`src/pkg/spr_pkg.sv`:
```
// Function
// low byte at base, higher bytes above
// bit 0 is lsb, width minus one msb
// atomic field: shadow lower bytes, apply on msb
// non-atomic field: each byte applies at once
// block instance n at base plus n*stride
// i2c: select pin gates all clock outputs
// pin pull-up and pull-down set independently
// spi: select pin is active-low chip select
// clock pin: i2c clock or spi clock, pull-up
// software clears buffer enable when input unused
// software sets dc bias for ac coupling
// data pin: open-drain i2c or 3-wire spi
// one port mode picks all pin functions
package spr_pkg;

	localparam int ADDR_W = 8;

	// global byte map
	localparam logic [7:0] PIN_CNFG_ADDR  = 8'h00;
	localparam logic [7:0] REF_CNFG_ADDR  = 8'h01;
	localparam logic [7:0] TRIM_ADDR      = 8'h02;
	localparam int         TRIM_BYTES     = 2;
	localparam logic [7:0] FREQ_ADDR      = 8'h04;
	localparam int         FREQ_BYTES     = 4;

	// repeated output block
	localparam logic [7:0] BLK_BASE       = 8'h10;
	localparam logic [7:0] BLK_STRIDE     = 8'h08;
	localparam int         BLK_COUNT      = 4;
	localparam logic [2:0] BLK_DIV_OFS    = 3'h0;
	localparam int         BLK_DIV_BYTES  = 2;
	localparam logic [2:0] BLK_CTRL_OFS   = 3'h2;

	// reset values
	localparam logic [7:0]  PIN_CNFG_RST  = 8'h34;
	localparam logic [7:0]  REF_CNFG_RST  = 8'h01;
	localparam logic [15:0] TRIM_RST      = 16'h0000;
	localparam logic [31:0] FREQ_RST      = 32'h0000_0000;
	localparam logic [15:0] BLK_DIV_RST   = 16'h0001;
	localparam logic [7:0]  BLK_CTRL_RST  = 8'h00;

	// pin configuration byte, bit 0 is oeSel
	typedef struct packed {
		logic [1:0] spare;
		logic       sdaPullup;
		logic       sclPullup;
		logic       oePulldown;
		logic       oePullup;
		logic       oePol;
		logic       oeSel;
	} spr_pin_cnfg_t;

	// reference input byte, bit 0 is buffer enable
	typedef struct packed {
		logic [5:0] spare;
		logic       dcBias;
		logic       bufEnable;
	} spr_ref_cnfg_t;

	// pull controls driven to the pad ring
	typedef struct packed {
		logic outputEnablePullup;
		logic outputEnablePulldown;
		logic serialClockPinPullup;
		logic serialDataPinPullup;
	} spr_pulls_t;

	// byte write request from the serial core
	typedef struct packed {
		logic              en;
		logic [ADDR_W-1:0] addr;
		logic [7:0]        data;
	} spr_wr_t;

endpackage
```
`src/design/spr_field.sv`:
```
`timescale 1ns/1ps
module spr_field
	import spr_pkg::*;
#(
	parameter int                 BYTES  = 2,
	parameter bit                 ATOMIC = 1'b0,
	parameter logic [8*BYTES-1:0] RESET  = '0
)(
	input  wire logic               clk,    // system clock
	input  wire logic               rst,    // async reset, high
	input  wire logic               wrEn,   // byte write hits field
	input  wire logic [2:0]         wrLane, // byte index in field
	input  wire logic [7:0]         wrData, // byte written
	input  wire logic [2:0]         rdLane, // byte index to read
	output logic      [7:0]         rdByte, // applied byte
	output logic      [8*BYTES-1:0] value   // applied field value
);

	// refuse byte counts that the three-bit lane index cannot serve
	if (BYTES < 1 || BYTES > 8 || (ATOMIC && BYTES < 2))
	begin : gBadBytes
		$error("spr_field: unsupported byte count");
	end

	logic [8*BYTES-1:0] value_reg, value_next;
	logic [8*BYTES-1:0] shadow_reg, shadow_next;
	wire                msbLane = (wrLane == 3'(BYTES - 1));

	// byte lane placement, lowest byte at lane 0
	always_comb
	begin
		value_next  = value_reg;
		shadow_next = shadow_reg;
		if (wrEn && 32'(wrLane) < BYTES)
		begin
			if (!ATOMIC)
				value_next[wrLane*8 +: 8] = wrData;
			else if (msbLane)
			begin
				for (int i = 0; i < BYTES - 1; i++)
					value_next[i*8 +: 8] = shadow_reg[i*8 +: 8];
				value_next[wrLane*8 +: 8] = wrData;
			end
			else
				shadow_next[wrLane*8 +: 8] = wrData;
		end
	end

	// field storage
	always_ff @(posedge clk or posedge rst)
	begin
		if (rst)
		begin
			value_reg  <= RESET;
			shadow_reg <= RESET;
		end
		else
		begin
			value_reg  <= value_next;
			shadow_reg <= shadow_next;
		end
	end

	assign value  = value_reg;
	assign rdByte = (32'(rdLane) < BYTES) ? value_reg[rdLane*8 +: 8] : 8'h00;

endmodule // spr_field

```
`src/design/spr_port_regs.sv`:
```
`timescale 1ns/1ps
module spr_port_regs
	import spr_pkg::*;
#(
	parameter int INSTANCES = BLK_COUNT
)(
	input  wire logic                   clk,          // 10 MHz clock
	input  wire logic                   rst,          // async reset
	input  wire logic                   spiMode,      // port mode, 1 = spi
	input  wire spr_wr_t                wrReq,        // byte write
	input  wire logic                   rdEn,         // byte read strobe
	input  wire logic [ADDR_W-1:0]      rdAddr,       // byte read address
	output logic      [7:0]             rdData,       // read byte, held
	output logic                        rdHit,        // read was mapped
	input  wire logic                   selectPinIn,  // enable/select pad
	input  wire logic                   sclPinIn,     // clock pad level
	output logic                        sclPinOut,    // clock pad drive
	output logic                        sclPinOe,     // clock pad enable
	input  wire logic                   sdaPinIn,     // data pad level
	output logic                        sdaPinOut,    // data pad drive
	output logic                        sdaPinOe,     // data pad enable
	input  wire logic                   sclHoldLow,   // i2c stretch
	input  wire logic                   sdaPullLow,   // i2c data low
	input  wire logic                   sdoData,      // spi data out
	input  wire logic                   sdoEnable,    // spi turn around
	output logic                        sclLevel,     // synced clock
	output logic                        sclRise,      // clock rise pulse
	output logic                        sclFall,      // clock fall pulse
	output logic                        sdaLevel,     // synced data
	output logic                        chipSelected, // spi select active
	output logic                        clkOutEnable, // all clock outputs
	output spr_pulls_t                  pulls,        // pad pull enables
	output logic                        refBufEnable, // reference buffer
	output logic                        refDcBias,    // reference bias
	output logic      [8*TRIM_BYTES-1:0] trimWord,    // non-atomic field
	output logic      [8*FREQ_BYTES-1:0] freqWord,    // atomic field
	output logic [INSTANCES-1:0][8*BLK_DIV_BYTES-1:0] blkDivider, // per block
	output logic [INSTANCES-1:0][7:0]   blkCtrl       // per block control
);

	// refuse block counts that overrun the byte address space
	if (INSTANCES < 1 ||
	    32'(BLK_BASE) + INSTANCES * 32'(BLK_STRIDE) > 256)
	begin : gBadCount
		$error("spr_port_regs: block count exceeds address space");
	end

	// address decode shared by write and read
	function automatic logic inRange(logic [7:0] a, logic [7:0] base,
	                                 int bytes);
		return (a >= base) && (32'(a) < 32'(base) + bytes);
	endfunction

	// instance index of a repeated block address
	function automatic int blkIndex(logic [7:0] a);
		return int'((a - BLK_BASE) / BLK_STRIDE);
	endfunction

	function automatic logic inBlocks(logic [7:0] a);
		return inRange(a, BLK_BASE, INSTANCES * int'(BLK_STRIDE));
	endfunction

	// lane inside one block instance
	function automatic logic [2:0] blkOfs(logic [7:0] a);
		logic [7:0] d;
		d = 8'((a - BLK_BASE) % BLK_STRIDE);
		return d[2:0];
	endfunction

	// --------------------------------------------- configuration bytes
	spr_pin_cnfg_t pinCnfg_reg;
	spr_ref_cnfg_t refCnfg_reg;
	wire pinWr = wrReq.en && wrReq.addr == PIN_CNFG_ADDR;
	wire refWr = wrReq.en && wrReq.addr == REF_CNFG_ADDR;

	// single byte configuration registers
	always_ff @(posedge clk or posedge rst)
	begin
		if (rst)
		begin
			pinCnfg_reg <= spr_pin_cnfg_t'(PIN_CNFG_RST);
			refCnfg_reg <= spr_ref_cnfg_t'(REF_CNFG_RST);
		end
		else
		begin
			if (pinWr)
				pinCnfg_reg <= spr_pin_cnfg_t'(wrReq.data);
			if (refWr)
				refCnfg_reg <= spr_ref_cnfg_t'(wrReq.data);
		end
	end

	// ------------------------------------------------ multi-byte fields
	wire  trimWr = wrReq.en && inRange(wrReq.addr, TRIM_ADDR, TRIM_BYTES);
	wire  freqWr = wrReq.en && inRange(wrReq.addr, FREQ_ADDR, FREQ_BYTES);
	wire  [2:0] trimWrLane = 3'(wrReq.addr - TRIM_ADDR);
	wire  [2:0] freqWrLane = 3'(wrReq.addr - FREQ_ADDR);
	wire  [2:0] trimRdLane = 3'(rdAddr - TRIM_ADDR);
	wire  [2:0] freqRdLane = 3'(rdAddr - FREQ_ADDR);
	logic [7:0] trimRdByte;
	logic [7:0] freqRdByte;

	spr_field #(
		.BYTES  (TRIM_BYTES),
		.ATOMIC (1'b0),
		.RESET  (TRIM_RST)
	) trimField (
		.clk    (clk),
		.rst    (rst),
		.wrEn   (trimWr),
		.wrLane (trimWrLane),
		.wrData (wrReq.data),
		.rdLane (trimRdLane),
		.rdByte (trimRdByte),
		.value  (trimWord)
	);

	spr_field #(
		.BYTES  (FREQ_BYTES),
		.ATOMIC (1'b1),
		.RESET  (FREQ_RST)
	) freqField (
		.clk    (clk),
		.rst    (rst),
		.wrEn   (freqWr),
		.wrLane (freqWrLane),
		.wrData (wrReq.data),
		.rdLane (freqRdLane),
		.rdByte (freqRdByte),
		.value  (freqWord)
	);

	// ----------------------------------------- repeated block instances
	wire        wrInBlk  = wrReq.en && inBlocks(wrReq.addr);
	wire  [2:0] wrBlkOfs = blkOfs(wrReq.addr);
	wire  [2:0] rdBlkOfs = blkOfs(rdAddr);
	wire  [2:0] divRdLane = rdBlkOfs - BLK_DIV_OFS;
	logic [INSTANCES-1:0][7:0] divRdByte;

	// each instance carries the same register set at base + n*stride
	for (genvar n = 0; n < INSTANCES; n++)
	begin : gBlk
		wire hit   = wrInBlk && blkIndex(wrReq.addr) == n;
		wire divWr = hit && wrBlkOfs >= BLK_DIV_OFS &&
		             32'(wrBlkOfs) < 32'(BLK_DIV_OFS) + BLK_DIV_BYTES;
		wire ctrlWr = hit && wrBlkOfs == BLK_CTRL_OFS;
		logic [7:0] ctrl_reg;

		spr_field #(
			.BYTES  (BLK_DIV_BYTES),
			.ATOMIC (1'b1),
			.RESET  (BLK_DIV_RST)
		) divField (
			.clk    (clk),
			.rst    (rst),
			.wrEn   (divWr),
			.wrLane (wrBlkOfs - BLK_DIV_OFS),
			.wrData (wrReq.data),
			.rdLane (divRdLane),
			.rdByte (divRdByte[n]),
			.value  (blkDivider[n])
		);

		// per instance control byte
		always_ff @(posedge clk or posedge rst)
		begin
			if (rst)
				ctrl_reg <= BLK_CTRL_RST;
			else if (ctrlWr)
				ctrl_reg <= wrReq.data;
		end

		assign blkCtrl[n] = ctrl_reg;
	end

	// ------------------------------------------------------- read path
	wire rdInBlk = inBlocks(rdAddr);
	wire [7:0] rdBlkIdx = 8'(blkIndex(rdAddr));
	logic [7:0] rdMux;
	logic       rdMapped;

	// read byte select, unmapped reads zero
	always_comb
	begin
		rdMux    = 8'h00;
		rdMapped = 1'b1;
		if (rdAddr == PIN_CNFG_ADDR)
			rdMux = {2'b00, pinCnfg_reg[5:0]};
		else if (rdAddr == REF_CNFG_ADDR)
			rdMux = {6'h00, refCnfg_reg[1:0]};
		else if (inRange(rdAddr, TRIM_ADDR, TRIM_BYTES))
			rdMux = trimRdByte;
		else if (inRange(rdAddr, FREQ_ADDR, FREQ_BYTES))
			rdMux = freqRdByte;
		else if (rdInBlk && rdBlkOfs == BLK_CTRL_OFS)
			rdMux = blkCtrl[rdBlkIdx[$clog2(INSTANCES+1)-1:0]];
		else if (rdInBlk && rdBlkOfs >= BLK_DIV_OFS &&
		         32'(rdBlkOfs) < 32'(BLK_DIV_OFS) + BLK_DIV_BYTES)
			rdMux = divRdByte[rdBlkIdx[$clog2(INSTANCES+1)-1:0]];
		else if (rdInBlk)
			rdMux = 8'h00;
		else
			rdMapped = 1'b0;
	end

	// read data held until the next read
	always_ff @(posedge clk or posedge rst)
	begin
		if (rst)
		begin
			rdData <= 8'h00;
			rdHit  <= 1'b0;
		end
		else if (rdEn)
		begin
			rdData <= rdMux;
			rdHit  <= rdMapped;
		end
	end

	// -------------------------------------------------- pin synchronisers
	logic [1:0] selSync_reg;
	logic [1:0] sclSync_reg;
	logic [1:0] sdaSync_reg;
	logic       sclLast_reg;
	logic       spiMode_reg;

	// two flops per pad, then one for edge detect
	always_ff @(posedge clk or posedge rst)
	begin
		if (rst)
		begin
			selSync_reg <= 2'b11;
			sclSync_reg <= 2'b11;
			sdaSync_reg <= 2'b11;
			sclLast_reg <= 1'b1;
			spiMode_reg <= 1'b0;
		end
		else
		begin
			selSync_reg <= {selSync_reg[0], selectPinIn};
			sclSync_reg <= {sclSync_reg[0], sclPinIn};
			sdaSync_reg <= {sdaSync_reg[0], sdaPinIn};
			sclLast_reg <= sclSync_reg[1];
			spiMode_reg <= spiMode;
		end
	end

	// ------------------------------------------------ pin function mux
	wire selLevel  = selSync_reg[1];
	wire i2cMode   = !spiMode_reg;
	wire oeFromPin = (selLevel == pinCnfg_reg.oePol);

	assign sclLevel     = sclSync_reg[1];
	assign sclRise      = sclSync_reg[1] && !sclLast_reg;
	assign sclFall      = !sclSync_reg[1] && sclLast_reg;
	assign sdaLevel     = sdaSync_reg[1];
	assign chipSelected = spiMode_reg && !selLevel;

	// clock pad: open-drain stretch in i2c, input only in spi
	assign sclPinOut = 1'b0;
	assign sclPinOe  = i2cMode && sclHoldLow;

	// data pad: open-drain in i2c, push-pull 3-wire out in spi
	assign sdaPinOut = spiMode_reg ? sdoData : 1'b0;
	assign sdaPinOe  = spiMode_reg ? (sdoEnable && !selLevel)
	                               : sdaPullLow;

	// clock output enable, pulls and reference controls from flops
	always_ff @(posedge clk or posedge rst)
	begin
		if (rst)
			clkOutEnable <= 1'b1;
		else if (i2cMode && !pinCnfg_reg.oeSel)
			clkOutEnable <= oeFromPin;
		else
			clkOutEnable <= 1'b1;
	end

	assign pulls.outputEnablePullup   = pinCnfg_reg.oePullup;
	assign pulls.outputEnablePulldown = pinCnfg_reg.oePulldown;
	assign pulls.serialClockPinPullup = pinCnfg_reg.sclPullup;
	assign pulls.serialDataPinPullup  = pinCnfg_reg.sdaPullup;
	assign refBufEnable = refCnfg_reg.bufEnable;
	assign refDcBias    = refCnfg_reg.dcBias;

endmodule // spr_port_regs

```
`config.mk`:
```
export PLATFORM = sky130hd
export DESIGN_NAME = spr_port_regs
export DESIGN_NICKNAME = d
export VERILOG_FILES = /design/src/pkg/spr_pkg.sv /design/src/design/spr_field.sv /design/src/design/spr_port_regs.sv
export SDC_FILE = /design/constraint.sdc
export NUM_CORES = 1
export LEC_CHECK = 0
export BUFFER_PORTS_ARGS = -buffer_cell sky130_fd_sc_hd__buf_2
export CELL_PAD_IN_SITES_DETAIL_PLACEMENT = 0
export CELL_PAD_IN_SITES_GLOBAL_PLACEMENT = 2
export CORE_ASPECT_RATIO = 2
export CORE_MARGIN = 3
export CORE_UTILIZATION = 37
export DETAILED_ROUTE_END_ITERATION = 8
export PLACE_DENSITY_LB_ADDON = 0.12
export RECOVER_POWER = 100
export SETUP_SLACK_MARGIN = 0.2
export SLEW_MARGIN = 30
export SYNTH_ARGS = -nofsm -noshare
export SYNTH_HDL_FRONTEND = slang
export SYNTH_SLANG_ARGS = --single-unit
```
`constraint.sdc`:
```
create_clock -name clk -period 9.1 [get_ports clk]
set_input_delay 0.455 -clock clk [delete_from_list [all_inputs] [get_ports clk]]
set_output_delay 0.455 -clock clk [all_outputs]
set_load 0.005 [all_outputs]
```
[Word level (Yosys, flattened, before mapping)]
Index checks and enable logic that the tools add are counted.
Word-level totals
  bits in registers: 266
  output and inout bits: 169
  logic and storage cells: 184
Operators by class
  add/subtract/negate cells: 11
  magnitude comparators: 21
  equal/unequal tests: 10
  shift-type cells: 12
  multiplexer cells: 37
  bitwise operators: 2
  reduce and logical (&&, ||, !) cells: 60
Operator list (count)
  bitwise mux 16 bit: 9
  2-to-1 mux 8 bit: 14
  negator 6 -> 34 bit: 3
  indexed part select 16 x 7 -> 8 bit: 5
  variable shift 8 x 34 -> 16 bit (first input constant): 2
  indexed part select 8 x 34 -> 16 bit: 2
  bitwise mux 32 bit: 2
  logical AND 1 bit: 42
  variable shift 8 x 34 -> 32 bit (first input constant): 1
  indexed part select 8 x 34 -> 32 bit: 1
  binary-select mux 8 bit (select 2 bit): 2
  logical NOT 32 bit: 1
  indexed part select 32 x 7 -> 8 bit: 1
  AND reduction 2 bit: 10
  equality test 8 x 1 -> 1 bit (second input constant): 2
  >= comparator 8 x 2 -> 1 bit (second input constant): 2
  >= comparator 8 x 3 -> 1 bit (second input constant): 2
  >= comparator 8 x 5 -> 1 bit (second input constant): 2
  logical NOT 8 bit: 2
  < comparator 8 x 3 -> 1 bit (second input constant): 2
  < comparator 8 x 4 -> 1 bit (second input constant): 2
  < comparator 8 x 6 -> 1 bit (second input constant): 2
  equality test 6 x 3 -> 1 bit (second input constant): 2
  < comparator 3 x 2 -> 1 bit (second input constant): 4
  14 further kinds: 36

[Depth between registers and ports, before layout]
  depth after elaboration: 11
  gate-level depth with buffers: 11
  depth with buffers taken out: 9

[Hierarchy]
A second synthesis with hierarchy kept.
Second synthesis, totals
  cell total of the unflattened synthesis: 1024
  area total of the unflattened synthesis: 11906.4 um^2
By module, submodules not included
  spr_field at gBlk[0].divField ...: instances 3, cells each 111, area an instance 1236.2 um^2, seq. area each 603.1 um^2
  spr_port_regs: instances 1, cells each 268, area an instance 3263.1 um^2, seq. area each 1466.4 um^2
  spr_field at freqField: instances 1, cells each 232, area an instance 2757.6 um^2, seq. area each 1401.3 um^2
  spr_field at gBlk[3].divField: instances 1, cells each 120, area an instance 1291.2 um^2, seq. area each 603.1 um^2
  spr_field at trimField: instances 1, cells each 71, area an instance 885.8 um^2, seq. area each 400.4 um^2

[Worst setup path before layout]
No wires, ideal clock.
  path type: in2reg
  from: in wrReq[8] (netlist name)
  to: reg freqField.shadow_reg[19]
  setup time: 66 ps
  arrival time: 2834 ps
  required time: 9034 ps
  path slack: 6199 ps
  stages on the path: 10
  buffers on the path: 3
  cell sequence: clkbuf_1 inv_1 ha_1 ha_1 clkbuf_1 nand2_1 nor4b_2 nor2b_1 clkbuf_1 a22o_1
Between the ends
  cells in the longest elaborated chain, start to end: 5
Ends and longest elaborated chain
  from (decl): line spr_port_regs.sv:10  | input wire spr_wr_t wrReq,
  parallel branches: the longest is 5 deep, another holds negator 6 -> 34 bit
  to (signal assigned): line spr_field.sv:60  | shadow_reg <= shadow_next;
  to (decl): line spr_field.sv:26  | logic [8*BYTES-1:0] shadow_reg, shadow_next;
Several ways; the timed one is not identified.
A chain may end at the register's enable or synchronous reset.

==> flow_summary_export.csv <==
group,metric,value,unit
timing,fin_skew,0.00915,ns
yosys,ys.flop_type,"dfrtp_1",
pwr,p_per_area,166,mW/mm2
pwr,p_switching,509,uW
drt,ant_nets,0,
yosys,yosys.area.top_type,"dfrtp_1",
setup_path,critPathMaxFanout,98,
timing,setup_viol,0,
setup_path,ff2ff_path_depth,5,
worst_hold_path,hold_path_class,"input port to register",
drt,drc_errors,0,
pwr,irDropWorstVdd,109,uV
global_route,grt_antenna_before_repair,0,
clock_network,htree_levels,1,
pwr,power.internal,1.57,mW
clock_network,clkLatencyLatePin,0.52,ns
cells_and_area,nets,1147,
global_route,grt_max_degree,99,
job,max_cap_violations,4,
pwr,seqPwrFrac,49.3,%
setup_path,path_class,"input port to async pin",
timing,report.final.slew_viol_count,184,
clock_network,cts_tree,"done",
cells_and_area,layout_commonest_cell,"dfrtp_1",
global_route,grt_pass1_wl,54400,um
clock_network,cts-resized-gates,0,
pwr,finalPower,2.08,mW
drt,post_drt_wl_per_cell,25.3,um
cells_and_area,utilization,44.1,%
worst_hold_path,holdPathStages,1,
drt,drtIter0Drc,312,
placed_design,hpwl,26800,um
yosys,synth.area.top_cells,"dfrtp_1 (48%), mux2_2 (12%), mux4_2 (6.3%)",
drt,dr.pass1.iters,5,
setup_path,crit_arrival,4.72,ns
floorplan,fp.dieArea,0.0314,mm2
cells_and_area,drive_gt1_share,26.2,%
yosys,synth-warning-count,0,
setup_path,crit_chain,"buf_2 -> clkinvlp_2 -> clkbuf_1",
setup_path,cpMaxStageDelayCell,"clkinvlp_2",
clock_network,cts_buffer_depth,3,
pwr,clkPwrFrac,44.2,%
setup_path,startpoint_type,"input port",
yosys,synth-edff-count,0,
drt,post_drt_via_cell_ratio,5.53,
yosys,synth.distinct_cells,51,
cells_and_area,final_cell_mix,"dfrtp_1 (206), clkbuf_1 (122), mux2_2 (113)",
clock_network,post-cts-setup-buffers,0,
floorplan,die_height,248,um
placed_design,gp_congestion,0.830,
pwr,pwr-share-comb,6.5,%
clock_network,clock-sinks,226,
global_route,grt-ovfl-total,0,
drt,wirelength,37100,um
drt,vias,8110,
outcome,violations,"max-capacitance violations, max-slew violations",
setup_path,worstPathRequired,9.30,ns
yosys,syn_avg_cell_area,11.7,um2
clock_network,holdBufCountCts,0,
floorplan,start_util,37.9,%
timing,slew_headroom,-194,%
yosys,synth.net_count,975,
cells_and_area,area_growth,16.5,%
floorplan,core-area,0.0285,mm2
clock_network,cts_buffers,22,
placed_design,placed_cells,1427,
cells_and_area,final_cells,1467,
timing,fin_tns_setup,0,ns
clock_network,path_clk_slew,0.07,ns
yosys,synth-seq-cells,226,
floorplan,die_w,127,um
global_route,track_usage,23.3,%
yosys,synth_top_area_share,47.7,%
cells_and_area,n_antenna_cell,0,
setup_path,worstSetupEndpointType,"async pin",
pwr,leakagePower,5.70,nW
timing,max_clock_freq,0.221,GHz
timing,hold_viol,0,
global_route,grt_pass1_vias,8327,
timing,rsz0062_at_grt,"false",
timing,finalCritPeriodShare,49.6,%
clock_network,clockRootBuffer,"clkbuf_16",
cells_and_area,largest_reg_flops,64,
floorplan,io_pins,205,
yosys,netlist_area,0.0108,mm2
placed_design,port_buffers,203,
timing,tightest_slew,4.39,ns
floorplan,std_cell_rows,87,
outcome,status,"finished, violations left",
pwr,swShare,24.5,%
yosys,seq_area_frac_synth,52.6,%
yosys,syn-instance-count,923,
setup_path,cpPeakStageDelay,2.44,ns
timing,period_minus_slack,4.52,ns
setup_path,r2r_slack,7.20,ns
yosys,async_reset_ff_share,100,%
-- worst paths after layout --
path / end / startpoint
setup / recovery: freqField.value[20] / rst
hold / removal: selSync_reg[0] / selectPinIn
setup reg to reg: rdData[6] / gBlk[3].divField.value[14]
hold reg to reg: sdaSync_reg[1] / sdaSync_reg[0]
max in group clk: trimField.value[10] / wrReq[10]
min in group asynchronous: gBlk[1].ctrl_reg[4] / rst
-- metal layers --
layer	GRT usage [%]	wire length (um)	vias to the layer above
li1	-	-	3674
met3	3.04	1570	70
met1	25.8	13600	4118
met5	0	0	-
met2	44.2	20400	248
met4	9.60	1540	0
-- critical path: cells and delay by family --
family,cells,cell delay (ns)
buf+inv,3,4.20
-- cell families after synthesis --
kind of cell / synth area share [%]
other: 0.0347
XOR/XNOR: 0.243
adder cells (fa/ha/maj): 1.85
multiplexers: 20.3
buffers and inverters: 3.70
AND/OR/NAND/NOR: 11.0
flip-flops: 52.6
AO/OA/AOI/OAI: 10.2
-- final cells by class --
cell class                 instances  area (um2)
fill                            2809       15900
clock inverter                     5        36.3
sequential                       226        5680
clock buffer                      35         681
timing repair buffer             214         957
inverter                          32         121
tap                              356         445
multi-input combinational        599        4660
-- metrics by stage --
stage,instance area [um2],hold slack [ns],setup slack (ns)
global route,12600,0.00992,3.50
floorplan,10800,0.345,2.49
CTS,12800,0.00224,6.32
finish,12600,0.0272,4.58
detailed placement,12100,0.347,5.77
global placement,12100,0.346,5.76
-- power groups by stage --
stage	clock network, mW	logic [mW]	registers (mW)
CTS	0.944	0.142	1.03
floorplan	0	0.0837	1.04
finish	0.921	0.136	1.03
global placement	0	0.141	1.05
global route	0.984	0.151	1.03
detailed placement	0	0.142	1.05
-- Yosys cell counts (6+ instances only) --
library cell,n
dfrtp_1,206
nor2b_1,10
inv_1,32
mux2i_1,21
nor2_2,6
buf_4,6
nand2b_1,7
a22o_1,16
mux2_2,113
a22oi_1,16
a21oi_1,32
o2111ai_1,9
and2_1,10
o21ai_0,90
mux4_2,30
nand3_1,13
clkbuf_1,51
buf_2,7
dfstp_2,20
nand2_1,101
ha_1,16
nor2_1,26
nand4_1,26
No activity file was read; power rests on OpenSTA's default activity.
